File: src/hw/motor_param_pkg.sv
package motor_param_pkg;
	localparam logic [15:0] OBJ_CTRL_GAINS = 16'h3210;
	localparam logic [15:0] OBJ_DRIVE_FLAGS = 16'h3212;
	localparam logic [7:0] SUB_FIRST_GAIN = 8'h05;
	localparam logic [7:0] SUB_LAST_GAIN = 8'h0c;
	localparam logic [7:0] SUB_ENTRY_COUNT = 8'h00;
	localparam logic [7:0] SUB_RESERVED = 8'h01;
	localparam logic [7:0] SUB_FIELD_INV = 8'h02;
	localparam logic [7:0] SUB_KEEP_PARAMS = 8'h03;
	localparam logic [7:0] SUB_PARAM_SET = 8'h04;
	localparam logic [7:0] FLAGS_ENTRY_COUNT = 8'h04;
	localparam logic [7:0] FLAG_OFF = 8'h00;
	localparam logic [7:0] FLAG_ON = 8'h01;
	localparam logic [7:0] FLAG_NEG = 8'hff;
	localparam logic [7:0] RST_FIELD_INV = 8'h00;
	localparam logic [7:0] RST_KEEP_PARAMS = 8'h00;
	localparam logic [7:0] RST_PARAM_SET = 8'h01;
	localparam logic [31:0] RST_CUR_KP_CLOSED = 32'h00881ee0;
	localparam logic [31:0] RST_CUR_KI_CLOSED = 32'h0007c740;
	localparam logic [31:0] RST_CUR_KP_OPEN = 32'h004dc880;
	localparam logic [31:0] RST_CUR_KI_OPEN = 32'h001d2b30;
	localparam logic [31:0] RST_VEL_FF = 32'h000003e8;
	localparam logic [31:0] RST_ACCEL_FF = 32'h00000000;
	localparam int NUM_GAINS = 8;
	// gain bank slots, subindex minus first gain subindex
	localparam logic [2:0] G_FLUX_KP = 3'h0;
	localparam logic [2:0] G_FLUX_KI = 3'h1;
	localparam logic [2:0] G_TORQ_KP = 3'h2;
	localparam logic [2:0] G_TORQ_KI = 3'h3;
	localparam logic [2:0] G_OPEN_KP = 3'h4;
	localparam logic [2:0] G_OPEN_KI = 3'h5;
	localparam logic [2:0] G_VEL_FF = 3'h6;
	localparam logic [2:0] G_ACCEL_FF = 3'h7;

	typedef logic [NUM_GAINS-1:0][31:0] gain_bank_t;

	typedef struct packed {
		logic wr;
		logic [15:0] index;
		logic [7:0] sub;
		logic [31:0] wdata;
	} obj_req_s;

	typedef struct packed {
		logic ack;
		logic abort;
		logic [31:0] rdata;
	} obj_rsp_s;

	typedef enum {AS_IDLE, AS_DETECT, AS_APPLY} autosetup_e;

	function automatic logic [31:0] gain_preset(input logic [2:0] slot);
		case (slot)
			G_FLUX_KP, G_TORQ_KP: gain_preset = RST_CUR_KP_CLOSED;
			G_FLUX_KI, G_TORQ_KI: gain_preset = RST_CUR_KI_CLOSED;
			G_OPEN_KP: gain_preset = RST_CUR_KP_OPEN;
			G_OPEN_KI: gain_preset = RST_CUR_KI_OPEN;
			G_VEL_FF: gain_preset = RST_VEL_FF;
			default: gain_preset = RST_ACCEL_FF;
		endcase
	endfunction
endpackage

File: src/hw/motor_control_param_flags.sv
`timescale 1ns/1ps
module motor_control_param_flags
	import motor_param_pkg::*;
#(
	parameter logic [31:0] STEPPER_CUR_KP = 32'h00001000,
	parameter logic [31:0] STEPPER_CUR_KI = 32'h00000100,
	parameter logic [31:0] BLDC_CUR_KP = 32'h00002000,
	parameter logic [31:0] BLDC_CUR_KI = 32'h00000200
)
(
	input wire logic sys_clk,
	input wire logic rstn,
	input wire logic req_valid,
	input wire obj_req_s req,
	output obj_rsp_s rsp,
	input wire logic ctrl_restart,
	input wire logic fw_default_invert,
	input wire logic autosetup_start,
	input wire logic motor_type_valid,
	input wire logic motor_is_bldc,
	output gain_bank_t gains,
	output logic field_inverted,
	output logic new_params_active,
	output logic accel_ff_enable,
	output logic autosetup_required,
	output logic autosetup_busy,
	output logic autosetup_done
);

	// a zero proportional preset would leave auto setup with a dead current loop
	if (STEPPER_CUR_KP == 32'h0 || BLDC_CUR_KP == 32'h0)
	begin : g_bad_preset
		$error("motor preset proportional gains must be nonzero");
	end

	logic [7:0] field_inv_override;
	logic [7:0] keep_params;
	logic [7:0] param_set;
	autosetup_e as_state;
	autosetup_e next_as;

	// object decode
	wire is_gain_obj = req.index == OBJ_CTRL_GAINS;
	wire is_flag_obj = req.index == OBJ_DRIVE_FLAGS;
	wire hit_gain = is_gain_obj && req.sub >= SUB_FIRST_GAIN && req.sub <= SUB_LAST_GAIN;
	wire hit_flag = is_flag_obj && req.sub <= SUB_PARAM_SET;
	wire [2:0] gidx = 3'(req.sub - SUB_FIRST_GAIN);
	wire [7:0] wbyte = req.wdata[7:0];
	wire val_tri = wbyte == FLAG_OFF || wbyte == FLAG_ON || wbyte == FLAG_NEG;
	wire val_bin = wbyte == FLAG_OFF || wbyte == FLAG_ON;
	wire flag_val_ok = (req.sub == SUB_FIELD_INV) ? val_tri : val_bin;
	// gains are frozen while auto setup owns them, so host writes are refused then
	wire gain_wr_ok = hit_gain && !autosetup_busy;
	wire flag_wr_ok = hit_flag && req.sub != SUB_ENTRY_COUNT &&
		(req.sub == SUB_RESERVED || flag_val_ok);
	wire wr_ok = req.wr ? (hit_gain ? gain_wr_ok : flag_wr_ok) : (hit_gain || hit_flag);
	wire gain_wr = req_valid && req.wr && gain_wr_ok;
	wire flag_wr = req_valid && req.wr && flag_wr_ok;

	// read mux; INTEGER8 flags read sign extended
	wire [7:0] flag_byte =
		(req.sub == SUB_ENTRY_COUNT) ? FLAGS_ENTRY_COUNT :
		(req.sub == SUB_FIELD_INV) ? field_inv_override :
		(req.sub == SUB_KEEP_PARAMS) ? keep_params :
		(req.sub == SUB_PARAM_SET) ? param_set : 8'h00;
	wire [31:0] flag_rdata = (req.sub == SUB_ENTRY_COUNT) ? {24'h000000, flag_byte} :
		{{24{flag_byte[7]}}, flag_byte};
	wire [31:0] rd_data = hit_gain ? gains[gidx] : (hit_flag ? flag_rdata : 32'h00000000);

	// answer one cycle after every request
	always_ff @(posedge sys_clk or negedge rstn)
	begin
		if (!rstn)
			rsp <= '0;
		else
		begin
			rsp.ack <= req_valid;
			rsp.abort <= req_valid && !wr_ok;
			rsp.rdata <= (req_valid && !req.wr && wr_ok) ? rd_data : 32'h00000000;
		end
	end

	// motor-type preset loaded by auto setup only when gains are not kept
	wire as_apply = as_state == AS_APPLY && keep_params == FLAG_OFF;
	wire [31:0] preset_kp = motor_is_bldc ? BLDC_CUR_KP : STEPPER_CUR_KP;
	wire [31:0] preset_ki = motor_is_bldc ? BLDC_CUR_KI : STEPPER_CUR_KI;

	always_ff @(posedge sys_clk or negedge rstn)
	begin
		if (!rstn)
		begin
			for (int i = 0; i < NUM_GAINS; i++)
				gains[i] <= gain_preset(3'(i));
		end
		else if (as_apply)
		begin
			gains[G_FLUX_KP] <= preset_kp;
			gains[G_FLUX_KI] <= preset_ki;
			gains[G_TORQ_KP] <= preset_kp;
			gains[G_TORQ_KI] <= preset_ki;
		end
		else if (gain_wr)
			gains[gidx] <= req.wdata;
	end

	// reserved entry accepts writes but keeps reading zero
	always_ff @(posedge sys_clk or negedge rstn)
	begin
		if (!rstn)
		begin
			field_inv_override <= RST_FIELD_INV;
			keep_params <= RST_KEEP_PARAMS;
			param_set <= RST_PARAM_SET;
		end
		else if (flag_wr)
		begin
			if (req.sub == SUB_FIELD_INV)
				field_inv_override <= wbyte;
			if (req.sub == SUB_KEEP_PARAMS)
				keep_params <= wbyte;
			if (req.sub == SUB_PARAM_SET)
				param_set <= wbyte;
		end
	end

	// the stored override only reaches the motor at a restart
	wire next_field_inverted = (field_inv_override == FLAG_ON) ? 1'b0 :
		(field_inv_override == FLAG_NEG) ? 1'b1 : fw_default_invert;

	always_ff @(posedge sys_clk or negedge rstn)
	begin
		if (!rstn)
			field_inverted <= 1'b0;
		else if (ctrl_restart)
			field_inverted <= next_field_inverted;
	end

	// restart that lands with auto setup completion still demands a new run
	always_ff @(posedge sys_clk or negedge rstn)
	begin
		if (!rstn)
			autosetup_required <= 1'b0;
		else if (ctrl_restart)
			autosetup_required <= 1'b1;
		else if (as_state == AS_APPLY)
			autosetup_required <= 1'b0;
	end

	always_ff @(posedge sys_clk or negedge rstn)
	begin
		if (!rstn)
		begin
			new_params_active <= 1'b1;
			accel_ff_enable <= 1'b0;
		end
		else
		begin
			new_params_active <= param_set == FLAG_ON;
			// no direction term: the factor acts on deceleration as well
			accel_ff_enable <= gains[G_ACCEL_FF] != 32'h00000000;
		end
	end

	always_comb
	begin
		next_as = as_state;
		case (as_state)
			AS_IDLE:
				if (autosetup_start)
					next_as = AS_DETECT;
			AS_DETECT:
				if (motor_type_valid)
					next_as = AS_APPLY;
			AS_APPLY:
				next_as = AS_IDLE;
			default:
				next_as = AS_IDLE;
		endcase
	end

	always_ff @(posedge sys_clk or negedge rstn)
	begin
		if (!rstn)
		begin
			as_state <= AS_IDLE;
			autosetup_busy <= 1'b0;
			autosetup_done <= 1'b0;
		end
		else
		begin
			as_state <= next_as;
			autosetup_busy <= next_as != AS_IDLE;
			autosetup_done <= as_state == AS_APPLY;
		end
	end
endmodule // motor_control_param_flags

File: config.mk
export PLATFORM = sky130hd
export DESIGN_NAME = motor_control_param_flags
export DESIGN_NICKNAME = d
export VERILOG_FILES = /design/src/hw/motor_param_pkg.sv /design/src/hw/motor_control_param_flags.sv
export SDC_FILE = /design/constraint.sdc
export NUM_CORES = 1
export LEC_CHECK = 0
export BUFFER_PORTS_ARGS = -buffer_cell sky130_fd_sc_hd__buf_2
export CAP_MARGIN = 10
export CORE_MARGIN = 3
export CORE_UTILIZATION = 55
export CTS_CLUSTER_DIAMETER = 40
export CTS_CLUSTER_SIZE = 16
export DETAILED_ROUTE_END_ITERATION = 16
export HOLD_SLACK_MARGIN = 0.1
export PLACE_DENSITY = 0.81
export SYNTH_ARGS = -nofsm -noshare
export SYNTH_HDL_FRONTEND = slang
export SYNTH_SLANG_ARGS = --single-unit
export TNS_END_PERCENT = 20
File: constraint.sdc
create_clock -name sys_clk -period 3.1 [get_ports sys_clk]
set_clock_uncertainty 0.2 [all_clocks]
set_input_delay 0.31 -clock sys_clk [delete_from_list [all_inputs] [get_ports sys_clk]]
set_output_delay 0.31 -clock sys_clk [all_outputs]
set_load 0.005 [all_outputs]
== Word-level counts from Yosys, hierarchy flattened ==
Index checks and enable logic that the tools add are counted.

* Reduce and logical (&&, ||, !) cells: 34
* Equality and inequality tests: 13
* Order comparisons: 5
* Add/subtract/negate cells: 1
* Bitwise logic cells: 1
* Muxes and demuxes: 27

{| class="wikitable"
|+ Operators with widths
! operator !! count
|-
| $bwmux W256 || 1
|-
| $mux W128 || 2
|-
| $mux W32 || 8
|-
| $bmux W32 S3 || 1
|-
| $demux W32 S3 || 1
|-
| $pmux W32 S2 || 1
|-
| $reduce_bool A32 Y1 || 2
|-
| $eq A16 B14 Y1 const B || 2
|-
| $eq A32 B1 Y1 const B || 1
|-
| $eq A32 B3 Y1 const B || 1
|-
| $eq A8 B1 Y1 const B || 4
|-
| $logic_not A32 Y1 || 1
|-
| $mux W8 || 4
|-
| $logic_not A8 Y1 || 3
|-
| $eq A8 B2 Y1 const B || 2
|-
| $eq A8 B8 Y1 const B || 2
|-
| $logic_and A1 B1 Y1 || 14
|-
| $mux W14 || 1
|-
| $mux W10 || 1
|-
| $eq A8 B3 Y1 const B || 1
|-
| $ge A8 B3 Y1 const B || 1
|-
| $le A8 B3 Y1 const B || 1
|-
| $le A8 B4 Y1 const B || 1
|-
| $reduce_and A2 Y1 || 4
|-
| 9 further kinds || 21
|}

* Output and inout port bits: 296
* Bits of input ports: 65
* Bits in registers: 352

== Logic depth before layout (Yosys ltp) ==
* Depth in word-level cells: 10
* Gate-level depth with buffers: 14
* Gate-level depth less buffers: 7

== Worst setup path after synthesis ==
Ideal clock, no wire load.

* Kind: in2reg
* From: input req[32] in the netlist's numbering
* To: register rsp[28] in the netlist's numbering
* Setup time: 0.078 ns
* Buffers on the path: 7
* Stages on the path: 14
* Arrival: 3.554 ns
* Setup slack: -0.732 ns
* Cell sequence: clkbuf_1 -> buf_1 -> inv_2 -> clkbuf_1 -> ha_1 -> clkbuf_1 -> xnor2_1 -> clkbuf_1 -> clkbuf_1 -> buf_1 -> o221ai_1 -> o21ai_0 -> nand2_1 -> a21oi_1

* Word-level cells in the longest chain between the ends: 9
* Elaborated cells on any way between the ends: 32

{| class="wikitable"
|+ Ends and longest elaborated chain
! what !! RTL line !! RTL
|-
| start: declaration || motor_control_param_flags.sv:14 || <nowiki>input wire obj_req_s req,</nowiki>
|-
| $eq A8 B3 Y1 || motor_control_param_flags.sv:65 || <nowiki>(req.sub == SUB_PARAM_SET) ? param_set : 8'h00;</nowiki>
|-
| $mux W8 || motor_control_param_flags.sv:65 ||
|-
| $mux W8 || motor_control_param_flags.sv:64 || <nowiki>(req.sub == SUB_KEEP_PARAMS) ? keep_params :</nowiki>
|-
| $mux W8 || motor_control_param_flags.sv:63 || <nowiki>(req.sub == SUB_FIELD_INV) ? field_inv_override :</nowiki>
|-
| $mux W8 || motor_control_param_flags.sv:62 || <nowiki>(req.sub == SUB_ENTRY_COUNT) ? FLAGS_ENTRY_COUNT :</nowiki>
|-
| $mux W32 || motor_control_param_flags.sv:66 || <nowiki>wire [31:0] flag_rdata = (req.sub == SUB_ENTRY_COUNT) ? {24'h000000, flag_byte} :</nowiki>
|-
| $mux W32 (2 in series) || motor_control_param_flags.sv:68 || <nowiki>wire [31:0] rd_data = hit_gain ? gains[gidx] : (hit_flag ? flag_rdata : 32'h00000000);</nowiki>
|-
| $mux W32 * || motor_control_param_flags.sv:79 || <nowiki>rsp.rdata <= (req_valid && !req.wr && wr_ok) ? rd_data : 32'h00000000;</nowiki>
|-
| end: declaration || motor_control_param_flags.sv:15 || <nowiki>output obj_rsp_s rsp,</nowiki>
|}

Every way passes the cells marked *; elsewhere a longest branch is shown, timed or not. The select of a mux whose other input is x is not followed.
A chain may end at the register's enable or synchronous reset.

== Final worst setup path ==
* From: register keep_params[1]
* To: register gains[105] in the netlist's numbering

* Word-level cells in the longest chain between the ends: 3
* Elaborated cells on any way between the ends: 4

{| class="wikitable"
|+ Ends and longest elaborated chain
! what !! RTL line !! RTL
|-
| start: declaration || motor_control_param_flags.sv:37 || <nowiki>logic [7:0] keep_params;</nowiki>
|-
| start signal: assignment || motor_control_param_flags.sv:120 || <nowiki>keep_params <= wbyte;</nowiki>
|-
| $logic_not A8 Y1 * || motor_control_param_flags.sv:84 || <nowiki>wire as_apply = as_state == AS_APPLY && keep_params == FLAG_OFF;</nowiki>
|-
| $logic_and A1 B1 Y1 * || motor_control_param_flags.sv:84 ||
|-
| $mux W128 / $reduce_bool A2 Y1 (equally long branches) || -- ||
|-
| end signal: indexed assignment || motor_control_param_flags.sv:97 || <nowiki>gains[G_FLUX_KP] <= preset_kp;</nowiki>
|-
| end signal: indexed assignment || motor_control_param_flags.sv:98 || <nowiki>gains[G_FLUX_KI] <= preset_ki;</nowiki>
|-
| end signal: indexed assignment || motor_control_param_flags.sv:99 || <nowiki>gains[G_TORQ_KP] <= preset_kp;</nowiki>
|-
| end: declaration || motor_control_param_flags.sv:21 || <nowiki>output gain_bank_t gains,</nowiki>
|}

Every way passes the cells marked *; elsewhere a longest branch is shown, timed or not.

==> metrics.txt <==
met2 GRT Util 0.5783; antenna viol nets, final 0; post-synthesis register bit count 352; dpl cell area 0.01892 mm2; First-pass DRT Iterations 6; DIE HEIGHT 177.4 um; count of different cell masters after synthesis 62; hold path depth 4; Clock Tree Root clkbuf_16; initial antenna violation count 1; outcome complete, no violations; Max Fanout on Critical Path 24; maximum clock rate 329.4 MHz; vias in the first global route 15151; most common cell after layout, fill and taps aside buf_2; relative slew slack 0.4459; layout cells sized above 1 0.3962; vias 15339; Post-Route WL 60350 um; Worst-path clk slew 0.06 ns; Finished Layout Cells 2340; worst endpoint required time 3.36 ns; P_sw 2.734 mW; worst setup path start keep_params[1]; MaxCap Viol Count 0; Yosys warnings 0; Worst Path Arrival 3.30 ns; gr usage total 0.3754; Initial DRC Count 2129; min Tclk post-route 3.036 ns; Post-CTS Setup Repair Bufs 0; sequential area share after synthesis 0.5499; min-delay src req[35]; pwr/cell area 517.7 mW/mm2; number of I/O port buffers 360; R2R cell count 6; Mean Syn Cell Area 10.80 um2; Antenna diodes 0; RSZ-0062 raised after global routing true; CTS tree done; first-pass GRT wire length 90570 um; fin crit share 0.9794; final setup vio count 0; NumNets Final 1988; Crit. End Element register; GRT overflow 0; # fillers 1982; power share of the clock group 0.503; row count 62; final-report hold violation count 0; Clock Sinks 352; most frequent cells in the layout buf_2 (359), dfrtp_1 (290), a21oi_1 (169); Design Area, Final 0.02092 mm2; Seq pwr share 0.427; final RePlAce weighted congestion 0.9152; largest net degree at the start of global routing 91; WS Path Type reg -> reg; CTS Buf Count 46; CP startpoint kind register; reg2reg start keep_params[1]; Clock Path Buffers 3; combinational cell fraction of total power 0.069; HPWL Detailed 39580 um; maximum vdd drop 0.4956 mV; met1 GRT Util 0.4920; ys flop type dfrtp_1; dpl cells 2214; H-tree depth 2; GRT met3 Usage 0.1018; WL/cell 25.79 um; Lkg Pwr 10.22 nW; # IOs 361; GRT busiest layer met2; fin. max-slew vios 0; clock latency on the worst-skew pair 0.55 ns; core area 0.02886 mm2; DP Worst Slack 0.1215 ns; post-route setup slack 0.06372 ns; Worst-Margin Slew 0.8235 ns; Post-synth EDFFs 0; hold crit path type in -> reg; Mapped Cells 1496; Synth Cell Area 0.01616 mm2; vias per inst 6.555; Power Internal 8.097 mW; area grow syn2layout 29.49%; die area 0.03147 mm2; Starting Density 0.5599; Sw Ratio 0.2524; Async SR Flop Fraction 1.000; Residual DRC 0; die width 177.4 um
[Yosys cell counts, types with 6 or more instances]
cell | n | area [um2]
a21oi_1 | 169 | 845.8
a31oi_1 | 17 | 106.4
a41oi_1 | 8 | 70.07
and2_1 | 9 | 56.30
and3_1 | 8 | 50.05
buf_1 | 12 | 45.04
buf_2 | 13 | 65.06
clkbuf_1 | 109 | 409.1
dfrtp_1 | 290 | 7257
dfstp_2 | 62 | 1629
inv_1 | 7 | 26.28
mux2_2 | 148 | 1667
mux2i_1 | 19 | 190.2
mux4_2 | 21 | 473.0
nand2_1 | 106 | 397.9
nand2b_1 | 7 | 43.79
nand3_1 | 151 | 755.7
nand4_1 | 13 | 81.33
nor2_1 | 17 | 63.81
nor2b_1 | 9 | 56.30
nor3_1 | 37 | 185.2
nor4_1 | 18 | 112.6
o21ai_0 | 147 | 735.7
o221ai_1 | 10 | 87.58
o22ai_1 | 9 | 56.30
o2bb2ai_1 | 6 | 52.55
or4_1 | 7 | 52.55
[logic make-up (layout without fill, tap and decap cells)]
kind of cell	after synthesis	count (layout)	synth area share
AOI/OAI and AO/OA	397	397	0.1368
xor gates and xnor gates	2	2	0.001084
adders and majority gates	4	4	0.003098
buffers and inverters	143	574	0.03423
DFF	352	352	0.5499
muxes	191	191	0.1463
other	1	30	0.0002321
and+or+nand+nor	406	406	0.1284
[power by group through the flow]
stage,clock network (mW),registers (mW),logic (mW)
floorplan,0,4.71,0.300
finish,5.45,4.63,0.750
global route,5.67,4.63,0.788
global placement,0,4.71,0.661
detailed placement,0,4.71,0.675
CTS,5.47,4.63,0.722
[worst paths after layout]
check / slack, ns / to
worst max-delay path: 0.06 / gains[105]
worst max register to register: 0.06 / gains[105]
min in group asynchronous: 0.19 / gains[216]
worst min register to register: 0.27 / as_state[1]
max in group asynchronous: 1.56 / gains[87]
worst min-delay path: 0.15 / rsp[2]
[per-layer routing]
| metal | share of wire | up-vias |
|---|---|---|
| met5 | 0.00022 | - |
| met4 | 0.061 | 2 |
| li1 | - | 6331 |
| met1 | 0.36 | 7481 |
| met2 | 0.46 | 1248 |
| met3 | 0.13 | 277 |
[repair_timing]
action	CTS	global route
hold endpoints to repair	363	0
resized for setup	0	3
endpoints found under the setup margin	0	45
hold buffers	41	0
[per-stage QoR]
| stage | hold slack (ns) | utilization | setup TNS (ns) | total power, mW |
|---|---|---|---|---|
| after floorplan | -0.1856 | - | 0 | 5.008 |
| after global placement | 0.1954 | 0.6555 | 0 | 5.368 |
| after detailed placement | 0.2037 | 0.6555 | 0 | 5.383 |
| after CTS | 0.1314 | 0.7246 | 0 | 10.82 |
| after global routing | 0.1725 | 0.7250 | -0.007428 | 11.09 |
| final | 0.1524 | 0.7250 | 0 | 10.83 |
[flip-flops by register name, summed over array words and instances (netlist names)]
| name | flops |
|---|---|
| accel_ff_enable | 1 |
| as_state | 32 |
| autosetup_busy | 1 |
| autosetup_done | 1 |
| autosetup_required | 1 |
| field_inv_override | 8 |
| field_inverted | 1 |
| gains | 256 |
| keep_params | 8 |
| new_params_active | 1 |
| param_set | 8 |
| rsp | 34 |
[area by class of cell]
class / instances / area (um2) / area share
tap: 384 / 480.5 / 0.02296
clock buffer: 53 / 1219 / 0.05825
multi-input combinational: 1030 / 6933 / 0.3314
inverter: 9 / 36.28 / 0.001734
sequential: 352 / 8886 / 0.4247
clock inverter: 32 / 366.6 / 0.01752
timing repair buffer: 480 / 3002 / 0.1435
[critical path, stage by stage, from the launching register on]
cell           delay [ns]
dfrtp_1              0.40
or4_1                0.55
nor2_1               0.30
and4_4               0.50
nor2b_1              0.35
a21oi_1              0.07
dlygate4sd3_1        0.56
Note: power is estimated with default switching activity, not from simulation.
